==> config.mk <==
export PLATFORM = sky130hd
export DESIGN_NAME = pudc_counter
export DESIGN_NICKNAME = d
export VERILOG_FILES = /design/src/rtl/pudc_pkg.sv /design/src/rtl/pudc_counter.sv
export VERILOG_INCLUDE_DIRS = /design/src /design/src/rtl
export SDC_FILE = /design/constraint.sdc
export NUM_CORES = 1
export LEC_CHECK = 0
export BUFFER_PORTS_ARGS = -buffer_cell sky130_fd_sc_hd__buf_4
export CELL_PAD_IN_SITES_DETAIL_PLACEMENT = 1
export CELL_PAD_IN_SITES_GLOBAL_PLACEMENT = 2
export CORE_MARGIN = 2
export CORE_UTILIZATION = 39
export DETAILED_ROUTE_END_ITERATION = 8
export MAX_ROUTING_LAYER = met4
export PLACE_DENSITY = 0.76
export SYNTH_ARGS = -nofsm -noshare
export SYNTH_HDL_FRONTEND = slang
export SYNTH_SLANG_ARGS = --single-unit
==> constraint.sdc <==
create_clock -name clk -period 1.65 [get_ports clk]
set_input_delay 0.165 -clock clk [delete_from_list [all_inputs] [get_ports clk]]
set_output_delay 0.165 -clock clk [all_outputs]
set_load 0.02 [all_outputs]
==> src/rtl/pudc_cfg.svh <==
// Constants for the presettable up/down counter
`ifndef PUDC_CFG_SVH
`define PUDC_CFG_SVH
`define PUDC_WIDTH     4
`define PUDC_BCD_MAX   4'h9
`define PUDC_BIN_MAX   4'hF
`define PUDC_MIN       4'h0
`define PUDC_CLR_VAL   4'h0
`define PUDC_PIN_IDLE  4'h3
`define PUDC_TERM_IDLE 2'h3
`endif

==> src/rtl/pudc_pkg.sv <==
// Types for the presettable up/down counter
`include "pudc_cfg.svh"
package pudc_pkg;
   typedef logic [`PUDC_WIDTH-1:0] pudc_cnt_t;
   typedef struct packed {
      logic clk_up;
      logic clk_dn;
   } pudc_clks_t;
   typedef struct packed {
      logic carry_n;
      logic borrow_n;
   } pudc_term_t;
endpackage : pudc_pkg

==> src/rtl/pudc_counter.sv <==
// Presettable four-bit up/down counter with carry and borrow
// Function
// - Four-bit counter state; BCD or binary variant chosen by parameter.
// - Clear high forces count to zero regardless of count clocks.
// - Load enable low forces count to jam inputs regardless of count clocks.
// - Rising count-up clock with count-down held high increments count.
// - Rising count-down clock with count-up held high decrements count.
// - Carry and borrow rest high during ordinary counting.
// - Carry falls low while count-up clock low at maximum count.
// - Borrow falls low while count-down clock low at minimum count.
`timescale 1ns/1ps
`default_nettype none
`include "pudc_cfg.svh"
module pudc_counter
   import pudc_pkg::*;
#(
   parameter bit BCD = 1'b1
) (
   input  wire logic       clk,
   input  wire logic       arst_n,
   input  wire logic       clear,
   input  wire logic       load_enable_n,
   input  wire pudc_cnt_t  jam,
   input  wire pudc_clks_t cnt_clks,
   output var  pudc_cnt_t  count_r,
   output var  pudc_term_t term_r
);
   localparam pudc_cnt_t MAX_CNT = BCD ? `PUDC_BCD_MAX : `PUDC_BIN_MAX;

   // =====================================================
   // Reset release
   logic rst_s1_r;
   logic rst_n_r;
   always_ff @(posedge clk or negedge arst_n) begin
      if (!arst_n) begin
         rst_s1_r <= 1'b0;
         rst_n_r  <= 1'b0;
      end else begin
         rst_s1_r <= 1'b1;
         rst_n_r  <= rst_s1_r;
      end
   end

   // =====================================================
   // Pin synchronisers
   logic [3:0] pin_s1_r;
   logic [3:0] pin_s2_r;
   pudc_cnt_t  jam_s1_r;
   pudc_cnt_t  jam_s2_r;
   // Reset state matches idle pins: clear and load off, both clocks high
   always_ff @(posedge clk or negedge rst_n_r) begin
      if (!rst_n_r) begin
         pin_s1_r <= `PUDC_PIN_IDLE;
         pin_s2_r <= `PUDC_PIN_IDLE;
         jam_s1_r <= 4'h0;
         jam_s2_r <= 4'h0;
      end else begin
         pin_s1_r <= {clear, ~load_enable_n, cnt_clks.clk_up, cnt_clks.clk_dn};
         pin_s2_r <= pin_s1_r;
         jam_s1_r <= jam;
         jam_s2_r <= jam_s1_r;
      end
   end
   logic clr_s;
   logic load_s;
   logic up_s;
   logic dn_s;
   assign clr_s  = pin_s2_r[3];
   assign load_s = pin_s2_r[2];
   assign up_s   = pin_s2_r[1];
   assign dn_s   = pin_s2_r[0];

   // =====================================================
   // Edge detection of count clocks
   logic up_d_r;
   logic dn_d_r;
   always_ff @(posedge clk or negedge rst_n_r) begin
      if (!rst_n_r) begin
         up_d_r <= 1'b1;
         dn_d_r <= 1'b1;
      end else begin
         up_d_r <= up_s;
         dn_d_r <= dn_s;
      end
   end
   logic up_evt;
   logic dn_evt;
   assign up_evt = up_s & ~up_d_r & dn_s;
   assign dn_evt = dn_s & ~dn_d_r & up_s;

   // =====================================================
   // Count state
   function automatic logic at_max(input pudc_cnt_t c);
      at_max = (c == MAX_CNT);
   endfunction : at_max
   function automatic logic at_min(input pudc_cnt_t c);
      at_min = (c == `PUDC_MIN);
   endfunction : at_min
   // Loaded codes above the top value go to zero on the next up count
   function automatic pudc_cnt_t step_up(input pudc_cnt_t c);
      step_up = (c >= MAX_CNT) ? `PUDC_MIN : pudc_cnt_t'(c + 4'h1);
   endfunction : step_up
   function automatic pudc_cnt_t step_dn(input pudc_cnt_t c);
      step_dn = at_min(c) ? MAX_CNT : pudc_cnt_t'(c - 4'h1);
   endfunction : step_dn

   pudc_cnt_t count_nxt;
   always_comb begin
      count_nxt = count_r;
      if (clr_s) begin
         count_nxt = `PUDC_CLR_VAL;
      end else if (load_s) begin
         count_nxt = jam_s2_r;
      end else if (up_evt) begin
         count_nxt = step_up(count_r);
      end else if (dn_evt) begin
         count_nxt = step_dn(count_r);
      end
   end

   always_ff @(posedge clk or negedge rst_n_r) begin
      if (!rst_n_r) begin
         count_r <= `PUDC_CLR_VAL;
      end else begin
         count_r <= count_nxt;
      end
   end

   // =====================================================
   // Carry and borrow: low while the clock is low at terminal count
   pudc_term_t term_nxt;
   always_comb begin
      term_nxt.carry_n  = ~(~up_s & at_max(count_nxt));
      term_nxt.borrow_n = ~(~dn_s & at_min(count_nxt));
   end

   always_ff @(posedge clk or negedge rst_n_r) begin
      if (!rst_n_r) begin
         term_r <= `PUDC_TERM_IDLE;
      end else begin
         term_r <= term_nxt;
      end
   end

   // =====================================================
   // Checks
   // Clear and load
   a_clear_wins: assert property (@(posedge clk) disable iff (!rst_n_r)
      clr_s
      |=> (count_r == `PUDC_CLR_VAL))
      else $error("count not zero after clear");
   a_clear_blocks: assert property (@(posedge clk) disable iff (!rst_n_r)
      clr_s && (up_evt || dn_evt)
      |=> (count_r == `PUDC_CLR_VAL))
      else $error("count clock acted during clear");
   a_load_jam: assert property (@(posedge clk) disable iff (!rst_n_r)
      load_s && !clr_s
      |=> (count_r == $past(jam_s2_r)))
      else $error("count not loaded from jam");
   a_load_blocks: assert property (@(posedge clk) disable iff (!rst_n_r)
      load_s && !clr_s && (up_evt || dn_evt)
      |=> (count_r == $past(jam_s2_r)))
      else $error("count clock acted during load");

   // Counting steps
   a_count_up: assert property (@(posedge clk) disable iff (!rst_n_r)
      up_evt && !clr_s && !load_s
      |=> (count_r == (($past(count_r) >= MAX_CNT) ? `PUDC_MIN : $past(count_r) + 4'h1)))
      else $error("count-up step wrong");
   a_count_down: assert property (@(posedge clk) disable iff (!rst_n_r)
      dn_evt && !up_evt && !clr_s && !load_s
      |=> (count_r == (($past(count_r) == `PUDC_MIN) ? MAX_CNT : $past(count_r) - 4'h1)))
      else $error("count-down step wrong");
   a_wrap_up: assert property (@(posedge clk) disable iff (!rst_n_r)
      up_evt && !clr_s && !load_s && at_max(count_r)
      |=> (count_r == `PUDC_MIN))
      else $error("count did not wrap to zero");
   a_wrap_down: assert property (@(posedge clk) disable iff (!rst_n_r)
      dn_evt && !up_evt && !clr_s && !load_s && at_min(count_r)
      |=> (count_r == MAX_CNT))
      else $error("count did not wrap to the top value");
   a_hold_still: assert property (@(posedge clk) disable iff (!rst_n_r)
      !clr_s && !load_s && !up_evt && !dn_evt
      |=> $stable(count_r))
      else $error("count changed without cause");
   a_up_refused: assert property (@(posedge clk) disable iff (!rst_n_r)
      up_s && !up_d_r && !dn_s && !clr_s && !load_s
      |=> $stable(count_r))
      else $error("count-up edge taken while count-down low");
   a_dn_refused: assert property (@(posedge clk) disable iff (!rst_n_r)
      dn_s && !dn_d_r && !up_s && !clr_s && !load_s
      |=> $stable(count_r))
      else $error("count-down edge taken while count-up low");
   a_range_ok: assert property (@(posedge clk) disable iff (!rst_n_r)
      !load_s && !clr_s && (count_r <= MAX_CNT)
      |=> (count_r <= MAX_CNT))
      else $error("count left its range");

   // Carry and borrow levels
   a_carry_low: assert property (@(posedge clk) disable iff (!rst_n_r)
      !up_s && at_max(count_nxt)
      |=> !term_r.carry_n)
      else $error("carry not low at maximum");
   a_borrow_low: assert property (@(posedge clk) disable iff (!rst_n_r)
      !dn_s && at_min(count_nxt)
      |=> !term_r.borrow_n)
      else $error("borrow not low at minimum");
   a_term_rest: assert property (@(posedge clk) disable iff (!rst_n_r)
      up_s && dn_s
      |=> (term_r == `PUDC_TERM_IDLE))
      else $error("carry or borrow low with both clocks high");
   a_carry_high: assert property (@(posedge clk) disable iff (!rst_n_r)
      !at_max(count_nxt)
      |=> term_r.carry_n)
      else $error("carry low away from maximum");
   a_borrow_high: assert property (@(posedge clk) disable iff (!rst_n_r)
      !at_min(count_nxt)
      |=> term_r.borrow_n)
      else $error("borrow low away from minimum");

endmodule : pudc_counter
`default_nettype wire

# After elaboration in Yosys (flattened, before gate mapping)
# Index checks and enable logic that the tools add are counted.
# totals
regBits	26
latchBits	0
ram_bits	0
mem_bits_ro	0
input_bits	10
output_inout_bits	6
wordCells	36
memories	0
# classes
add_sub_neg	2
n_mul	0
div	0
order_cmp	1
n_eq_ne	1
shift	0
mux	6
n_bitwise	13
reduce_logical	2
# ops
cell	n
4-bit two-way mux	6
4-bit logical NOT	2
1-bit inverter	7
1-bit AND	6
4-bit by 1-bit adder with 4-bit output (second input constant)	1
4-bit == test (second input constant)	1
4-bit >= comparator (second input constant)	1
4-bit by 1-bit subtractor with 4-bit output (second input constant)	1

# Longest topological paths before layout
# Gate-level depths: netlist (run 1).
# logic_depth
ltp_word	10
ltp_mapped	7
mapped_depth_nobuf	7

# Least setup slack after synthesis (run 1)
# Ideal clock, no wire load.
# synth_timing
kind	register to register
from	register count_r[0]
to	register term_r[0] in the netlist's numbering
setup_time_ps	94
arrival_ps	2192
t_required_ps	1556
slack_ps	-636
stages_incl_launch_ff	8
path_buffers	0
synth_period_minus_slack_ps	2286
path_cell_list	dfrtp_1 > inv_1 > ha_1 > nor3b_2 > o211a_1 > o41a_1 > a21oi_2 > or4b_1
# synth_rtl
element	line_no	source
start: declaration	pudc_counter.sv:25	output var pudc_cnt_t count_r,
start signal: assignment	pudc_counter.sv:123	count_r <= `PUDC_CLR_VAL;
start signal: assignment	pudc_counter.sv:125	count_r <= count_nxt;
end signal: assignment	pudc_counter.sv:139	term_r <= `PUDC_TERM_IDLE;
end signal: assignment	pudc_counter.sv:141	term_r <= term_nxt;
end: declaration	pudc_counter.sv:26	output var pudc_term_t term_r

==> qor.yml, run 1 <==
synthesis:
  synth.yosys.warnings: 0
  synthTopCellsByArea: "dfrtp_1 44%, dfstp_2 20%, ha_1 4.8%"
  postSynthRegisterBits: 26
  syn-cell-area_um2: 1030
  postSynthNetCount: 94
  yosys.cell_types.count: 34
  netlist.area_leader.share_pct: 43.6
  synth.avg_cell_area_um2: 12.9
  syn_inst: 80
  yosys.area.top_type: "dfrtp_1"
  ys_seq_area_share_pct: 63.9
power_and_ir_drop:
  swShare_pct: 26.1
  power_report.internal_total_w: 0.000932
  vdd.ir_drop.worst_mv: 0.672
  seqPwrFrac_pct: 55.9
  p_leak_nw: 0.746
  combPwrFrac_pct: 23.1
  power-per-cell-area_nw_per_um2: 772
  power_frac_clock_pct: 21.0
  design_power_total_w: 0.00126
  switchingPower_w: 0.000330
place:
  port_buffers: 15
  place_hpwl_mm: 1.88
  placed_area_um2: 1370
  finalWeightedCongestion: 0.835
clock_network:
  clock_sink_count: 26
  tritoncts: "done"
  clk_pin_slew_ns: 0.13
  cts.htree.levels: 1
  ctsRootBufferMaster: "clkbuf_4"
  insertion_delay_ns: 0.32
  clock_path_buffers: 2
  cts_buffers: 3
grt:
  grt_antenna_before_repair: 0
  globalRouteTotalUtil_pct: 19.5
  grt_pass1_wl_mm: 4.33
  grt_pass1_vias: 910
  grt.overflow.total: 0
  grt_max_degree: 25
critical_path:
  cp.required_ns: 1.90
  cp_cell_sequence: "inv_4, ha_4, nor3b_4, o211a_1, o41a_1, a21oi_2, or4b_4"
  cp_data_arrival_time_ns: 2.30
  worst_path_max_delay_cell: "or4b_4"
  r2r_end: "term_r[0]"
  worst_path_largest_cell_delay_ns: 0.47
  end_kind: "flop"
  criticalPathCategory: "reg -> reg"
  critPathLaunchType: "flop"
  worst_r2r_path_depth: 7
  r2r_slack_ns: -0.40
  worstReg2RegStart: "count_r[1]"
  critical_path.max_fanout: 4
timing:
  grt_setup_unrepaired: "yes"
  aggregate_negative_setup_slack_ns: -0.900
  max_clock_freq_mhz: 487
  hold_violations: 0
  period_needed_ns: 2.05
  period_share_pct: 124
  final_critical_path_setup_slack_ns: -0.404
  setup_skew_after_layout_ns: 0.0105
  setup_violations: 4
  timing.final.max_slew_violations: 0
drt:
  antenna_left: 0
  finalWirelength_mm: 2.78
  detailroute.via_count: 888
  avgViaCountPerCell: 5.32
  drt_iter0_drc: 23
  post_drt_wl_per_cell_um: 16.6
  remaining_drc_errors: 0
  first_pass_iters: 4
finish:
  post-route-util_pct: 65.4
  nNetsFinal: 152
  layout-area-overhead-vs-synth_pct: 58.2
  finalInstanceArea_um2: 1640
  diodes: 0
  drive_above_1_share_pct: 55.5
  filler_cell_count: 245
die:
  placementRows: 18
  core_area_um2: 2500
  initial_utilization_pct: 41.3
  fp.dieW_um: 55.5
  die_height_um: 55.5
  design.portCount: 16
  total_die_area_um2: 3080
run_status:
  run_status: "complete, but fails checks"
  failed_checks: "negative setup slack"
flow_run:
  timing.max_cap.violations: 0
min_path:
  worstHoldPathType: "in -> async"
-- cells in the mapped netlist --
cell type and count:
a211o_1 1, a211oi_1 1, a21oi_1 3, a21oi_2 1
a311oi_1 1, a31oi_1 3, a41oi_1 1, and2_1 1
and3b_1 1, and4bb_2 1, clkbuf_1 1, conb_1 1
dfrtp_1 18, dfstp_2 8, ha_1 4, inv_1 8
inv_2 1, nand2_1 3, nand2b_1 2, nand4_1 2
nand4b_1 1, nor2_1 2, nor3b_1 1, nor3b_2 1
nor4_1 1, o2111ai_1 3, o211a_1 1, o21a_1 1
o21ai_0 2, o311ai_0 1, o41a_1 1, o41ai_1 1
or2_1 1, or4b_1 1
-- cells by family (layout without fill, tap and decap cells) --
family | after synthesis | in the layout | synth area share, %
flops | 26 | 26 | 63.9
compound gates | 21 | 21 | 15.4
simple gates | 18 | 18 | 11.9
buf+inv | 10 | 67 | 3.63
fa+ha+maj | 4 | 4 | 4.84
other cells | 1 | 1 | 0.363
-- flip-flops by register name, summed over array words and instances (netlist names) --
signal and count:
pin_s1_r 4, count_r 4, rst_n_r 1, jam_s2_r 4
jam_s1_r 4, dn_d_r 1, rst_s1_r 1, pin_s2_r 4
up_d_r 1, term_r 2
-- metrics by stage --
step | setup WS (ns) | hold WS [ns] | cells
final | -0.404 | 0.159 | 167
after global routing | -0.492 | 0.156 | 167
after CTS | -0.403 | 0.142 | 162
after detailed placement | -0.511 | -0.0480 | 146
after global placement | -0.427 | -0.0521 | 146
after floorplan | -0.360 | -0.131 | 80
-- worst max-delay path, delay by kind of cell (launching register included) --
family	cells	cell delay [ns]
AOI/OAI and AO/OA	3	0.74
adders and majority gates	1	0.16
buffers and inverters	1	0.06
DFF	1	0.40
and+or+nand+nor	2	0.63
-- area by class of cell --
class | count | area (um2) | area share [%]
Sequential cell | 26 | 663 | 40.6
Multi-Input combinational cell | 44 | 442 | 27.0
Timing Repair Buffer | 54 | 428 | 26.2
Inverter | 9 | 38.8 | 2.37
Tap cell | 30 | 37.5 | 2.30
Clock buffer | 4 | 26.3 | 1.61
-- layer usage --
metal | up-vias | track usage [%] | wire length, um
met5 | - | - | 0
met1 | 454 | 22.5 | 1100
met4 | 0 | 10.5 | 116
met2 | 23 | 33.3 | 1480
li1 | 403 | - | -
met3 | 8 | 2.11 | 79
-- cells in the final DEF, fill, tap and decap left out, drive strengths merged, types with 3 or more instances in the layout --
cell	synthesis	layout
buf	0	45
dfrtp	18	18
dlygate4sd3	0	9
inv	9	9
dfstp	8	8
a21oi	4	4
ha	4	4
clkbuf	1	4
o2111ai	3	3
a31oi	3	3
nand2	3	3
-- worst max-delay path by stage --
stage / start / end / slack (ns) / cells after the start
global route: count_r[0] / term_r[0] / -0.49 / 7
detailed placement: count_r[0] / term_r[0] / -0.51 / 7
global placement: count_r[0] / term_r[0] / -0.43 / 7
finish: count_r[1] / term_r[0] / -0.40 / 7
floorplan: count_r[0] / term_r[0] / -0.36 / 7
CTS: count_r[1] / term_r[0] / -0.40 / 7
-- timing repair --
item	4_1_cts	5_1_grt
hold buffers	9	0
setup endpoints to repair	5	5
pin swaps	1	5
resized for setup	9	8
buffers inserted	3	5
hold endpoints to repair	10	0
-- power by group through the flow --
stage	clock network (W)	logic, W	registers (W)
6_report	0.000264	0.000291	0.000706
5_1_grt	0.000311	0.000313	0.000710
4_1_cts	0.000285	0.000261	0.000706
3_5_place_dp	0	0.000216	0.000718
3_3_place_gp	0	0.000211	0.000716
2_1_floorplan	0	0.0000789	0.000734
(Power assumes the default switching activity.)
==> run 2, diff against run 1 <==
Settings changed: CORE_ASPECT_RATIO set to 1.4.
==> run 2 against run 1 <==
Effect of this change:
- the run still ends with negative setup slack left
- final cell count is 4.8% higher
- via count is 1.6% lower
- sequential share of layout area is 1.4 points lower
- routed wire length is 8.0% higher
- clock-buffer cell count stayed put
- largest cell class unchanged
- sequential power is 1% higher
- highest routed layer unchanged
- first-iteration DRC count is 4.3% higher
==> qor.yml, run 2 (same netlist as run 1, synthesis figures left out) <==
critical_path:
  worst-path-stages: 7
  worst_path_max_delay_cell: "or4b_1"
  critPathLaunchType: "flop"
  criticalPathCategory: "reg -> reg"
  critical_path.max_fanout: 3
  cp_cell_sequence: "inv_4, ha_4, nor3b_4, buf_4, o41ai_1, a211oi_1, or4b_1"
  worstReg2RegStart: "count_r[0]"
  cp_data_arrival_time_ns: 2.39
  end_kind: "flop"
  worst_r2r_path_depth: 7
  cp_top_family: "simple AND/OR/NAND/NOR gates"
  cp.buffers_inverters: 2
  r2r_slack_ns: -0.52
  worst_path_largest_cell_delay_ns: 0.53
  cp.required_ns: 1.87
  r2r_end: "term_r[0]"
timing:
  grt_setup_unrepaired: "yes"
  setup_skew_after_layout_ns: 0.00853
  period_needed_ns: 2.17
  hold_violations: 0
  timing.final.max_slew_violations: 0
  period_share_pct: 131
  setup_violations: 5
  final_critical_path_setup_slack_ns: -0.517
  max_clock_freq_mhz: 461
drt:
  avgViaCountPerCell: 4.99
  detailroute.via_count: 874
  post_drt_wl_per_cell_um: 17.1
  drt_iter0_drc: 24
  remaining_drc_errors: 0
  first_pass_iters: 4
  finalWirelength_mm: 3.00
  antenna_left: 0
power_and_ir_drop:
  switchingPower_w: 0.000335
  vdd.ir_drop.worst_mv: 0.672
  p_leak_nw: 0.753
  swShare_pct: 26.1
  power-per-cell-area_nw_per_um2: 757
  seqPwrFrac_pct: 55.7
  power_frac_clock_pct: 20.3
  combPwrFrac_pct: 24.0
  design_power_total_w: 0.00128
  power_report.internal_total_w: 0.000949
clock_network:
  tritoncts: "done"
  insertion_delay_ns: 0.30
  clk_pin_slew_ns: 0.13
  clock_sink_count: 26
  cts.htree.levels: 1
  cts_buffers: 3
  ctsRootBufferMaster: "clkbuf_4"
  clock_path_buffers: 2
die:
  fp.dieW_um: 47.5
  design.portCount: 16
  core_area_um2: 2560
  total_die_area_um2: 3080
  die_height_um: 64.9
  placementRows: 22
  initial_utilization_pct: 40.4
grt:
  grt.overflow.total: 0
  grt_pass1_vias: 989
  grt_antenna_before_repair: 0
  grt_max_degree: 17
  grt_pass1_wl_mm: 4.55
  globalRouteTotalUtil_pct: 21.9
finish:
  drive_above_1_share_pct: 56.8
  post-route-util_pct: 66.3
  layout.cells.most_common: "buf_4"
  filler_cell_count: 258
  final_cell_count_no_fill: 175
  nNetsFinal: 154
  layout_common_cells: "40 x buf_4, 15 x dfrtp_1, 9 x dlygate4sd3_1"
  final-seq-area_um2: 664
  diodes: 0
  multi_input_gate_area_um2: 435
  layout-area-overhead-vs-synth_pct: 64.2
flow_run:
  timing.max_cap.violations: 0
min_path:
  worstHoldPathType: "reg -> async"
place:
  place.detailed.instances: 155
  place_hpwl_mm: 2.14
  port_buffers: 15
  finalWeightedCongestion: 0.882
run_status:
  failed_checks: "negative setup slack"
  run_status: "complete, but fails checks"
==> run 2: cell count changes in the layout (fill, tap and decap cells not counted), sizes merged <==
| cell | before | now |
|---|---|---|
| buf | 45 | 47 |
==> run 2: cell type report <==
cell class,instances,area share (%)
Clock buffer,4,1.55
Inverter,9,2.29
Multi-Input combinational cell,44,25.7
Sequential cell,26,39.2
Tap cell,36,2.65
Timing Repair Buffer,56,28.7
==> run 2: per-layer routing <==
metal | up-vias | global-route usage, % | wire (um)
li1 | 407 | - | -
met1 | 444 | 20.6 | 991
met2 | 19 | 44.1 | 1920
met3 | 4 | 0.836 | 51
met4 | 0 | 5.21 | 35
met5 | - | - | 0
==> run 2: how the worst max path moves through the flow <==
stage,startpoint,endpoint,slack (ns)
final,count_r[0],term_r[0],-0.52
after global routing,count_r[0],term_r[0],-0.54
after CTS,count_r[0],term_r[0],-0.40
after detailed placement,count_r[0],term_r[0],-0.48
after global placement,count_r[0],term_r[0],-0.39
after floorplan,count_r[0],term_r[0],-0.36
==> run 2: metrics by stage <==
stage	cell area (um2)	TNS, ns	hold slack [ns]	setup WS, ns
4_1_cts	1640	-0.718	0.154	-0.405
3_3_place_gp	1430	-0.710	-0.0511	-0.385
3_5_place_dp	1430	-0.865	-0.0493	-0.476
6_report	1700	-1.19	0.169	-0.517
5_1_grt	1700	-1.40	0.164	-0.537
2_1_floorplan	1060	-0.391	-0.131	-0.360
==> run 2: power groups by stage <==
stage          clock, W  combinational [W]  sequential (W)
6_report       0.000261           0.000308        0.000715
3_5_place_dp          0           0.000228        0.000724
5_1_grt        0.000300           0.000328        0.000720
3_3_place_gp          0           0.000218        0.000720
4_1_cts        0.000268           0.000282        0.000715
2_1_floorplan         0          0.0000789        0.000734
==> run 2: repair_timing <==
action / CTS / global route
pin swaps: 1 / 3
gates resized for setup: 15 / 8
buffers inserted: 6 / 2
endpoints found under the hold margin: 10 / 0
setup endpoints to repair: 5 / 6
hold buffers: 9 / 0
==> run 3, diff against run 2 <==
Settings changed: REMOVE_ABC_BUFFERS set to 1.
==> run 3 against run 2 <==
Effect of this change:
- utilization shrank 2.1 points
- highest routed layer unchanged
- sequential power shrank 0.8%
- non-clock buffer count shrank 5
- register-to-register slack gained 0.07 ns
- largest power group unchanged
- the flow still finishes with violations (negative setup slack)
- cell area shrank 3.2%
- routed wire length shrank 8.4%
- via count shrank 2.6%
- combinational power shrank 10%
- first-iteration DRC count shrank 58%
- clock skew shrank 0.0067 ns
- die area is the same
- global-route usage shrank 0.31 points
==> qor.yml, run 3 (same netlist as run 1, synthesis figures left out) <==
timing:
  final_critical_path_setup_slack_ns: -0.450
  timing.final.max_slew_violations: 0
  grt_setup_unrepaired: "yes"
  setup_violations: 3
  hold_violations: 0
  setup_skew_after_layout_ns: 0.00182
  max_clock_freq_mhz: 476
  hold_ws_ns: 0.138
  period_share_pct: 127
  period_needed_ns: 2.10
grt:
  grt_pass1_vias: 998
  globalRouteTotalUtil_pct: 21.6
  grt_antenna_before_repair: 0
  grt.overflow.total: 0
  grt_pass1_wl_mm: 4.51
  grt_max_degree: 18
drt:
  top_layer_used: "met4"
  drt_iter0_drc: 10
  antenna_left: 0
  finalWirelength_mm: 2.75
  detail_route.wirelength.met1_um: 914
  first_pass_iters: 4
  post_drt_wl_per_cell_um: 16.2
  detailroute.via_count: 851
  remaining_drc_errors: 0
  detailroute.wirelength.met2_mm: 1.71
  avgViaCountPerCell: 5.01
  met3RoutedLength_um: 42
power_and_ir_drop:
  vdd.ir_drop.worst_mv: 0.718
  swShare_pct: 25.4
  combPwrFrac_pct: 21.4
  switchingPower_w: 0.000329
  seqPwrFrac_pct: 54.9
  power_frac_clock_pct: 23.8
  power-per-cell-area_nw_per_um2: 786
  p_leak_nw: 0.724
  power_report.internal_total_w: 0.000963
finish:
  diodes: 0
  nNetsFinal: 149
  layout.cells.most_common: "buf_4"
  post-route-util_pct: 64.2
  multi_input_gate_area_um2: 459
  filler_cell_count: 276
  drive_above_1_share_pct: 53.7
  layout_common_cells: "42 x buf_4, 18 x dfrtp_1, 9 x dlygate4sd3_1"
  layout-area-overhead-vs-synth_pct: 59.0
  final-seq-area_um2: 661
critical_path:
  critical_path.max_fanout: 3
  criticalPathCategory: "reg -> reg"
  setup_crit_start: "count_r[0]"
  end_kind: "flop"
  worst_r2r_path_depth: 7
  r2r_end: "term_r[0]"
  critPathLaunchType: "flop"
  cp-endpoint: "term_r[0]"
  r2r_slack_ns: -0.45
  cp_data_arrival_time_ns: 2.35
  cp.required_ns: 1.90
  worstReg2RegStart: "count_r[0]"
place:
  finalWeightedCongestion: 0.891
  place_hpwl_mm: 1.95
  dp_worst_setup_slack_ns: -0.552
  port_buffers: 15
clock_network:
  cts_buffers: 3
  insertion_delay_ns: 0.31
  ctsRootBufferMaster: "clkbuf_4"
  clk_pin_slew_ns: 0.12
  clock_path_buffers: 2
  tritoncts: "done"
  clock_sink_count: 26
  cts.htree.levels: 1
min_path:
  worstHoldPathType: "in -> async"
die:
  fp.dieW_um: 47.5
  core_area_um2: 2560
  total_die_area_um2: 3080
  placementRows: 22
  design.portCount: 16
  initial_utilization_pct: 40.4
  die_height_um: 64.9
run_status:
  run_status: "complete, but fails checks"
  failed_checks: "negative setup slack"
flow_run:
  timing.max_cap.violations: 0
==> run 3: cell types whose count changed in the layout (fill, tap and decap cells not counted), moves of 2 or more <==
cell,change
buf_12,-2
buf_4,+2
buf_6,-5
dfrtp_1,+3
dfrtp_2,-3
o2111ai_2,-2
o2111ai_4,+2
==> run 3: cell type report <==
class / count / share of cell area (%)
clock buffer: 4 / 2.21
inverter: 9 / 2.21
multi-input combinational: 44 / 28.0
sequential: 26 / 40.2
tap: 36 / 2.74
timing repair buffer: 51 / 24.7
==> run 3: worst min path at each step <==
stage               endpoint  depth (start not counted)  slack [ns]
finish               rst_n_r                          2        0.14
global route         rst_n_r                          2        0.14
detailed placement  rst_s1_r                          1       -0.05
global placement    rst_s1_r                          1       -0.05
floorplan            rst_n_r                          0       -0.13
CTS                 rst_s1_r                          2        0.12
==> run 3: timing repair <==
action                                  4_1_cts  5_1_grt
endpoints found under the setup margin        6        6
buffers inserted                              2        3
hold endpoints to repair                     10        0
pin swaps                                     4        6
resized for setup                            15        8
hold buffers                                  9        0
==> run 3: metal layers <==
layer	track usage [%]	up-vias
met5	-	-
met4	10.1	0
met3	0.836	6
met2	39.9	19
met1	21.7	427
li1	-	399
==> run 3: power by group through the flow <==
| stage | Clock [W] | Sequential (W) | Combinational, W |
|---|---|---|---|
| after floorplan | 0 | 0.000734 | 0.0000658 |
| after global placement | 0 | 0.000714 | 0.000198 |
| after detailed placement | 0 | 0.000716 | 0.000205 |
| after CTS | 0.000324 | 0.000708 | 0.000246 |
| after global routing | 0.000351 | 0.000715 | 0.000299 |
| final | 0.000307 | 0.000709 | 0.000276 |
==> run 3: through the flow <==
step	std cells	TNS, ns	instance area, um2	power, W
3_3_place_gp	152	-0.755	1350	0.000912
2_1_floorplan	79	-1.08	1030	0.000799
3_5_place_dp	152	-0.934	1350	0.000921
4_1_cts	167	-0.511	1560	0.00128
5_1_grt	170	-0.934	1640	0.00136
6_report	170	-0.679	1640	0.00129
==> run 3: worst max-delay path: stages, from the launching register on <==
cell	delay, ns
dfrtp_1	0.44
buf_4	0.17
ha_2	0.19
o21ai_1	0.12
nor4_1	0.07
o41a_1	0.41
a21oi_2	0.16
or4b_4	0.47
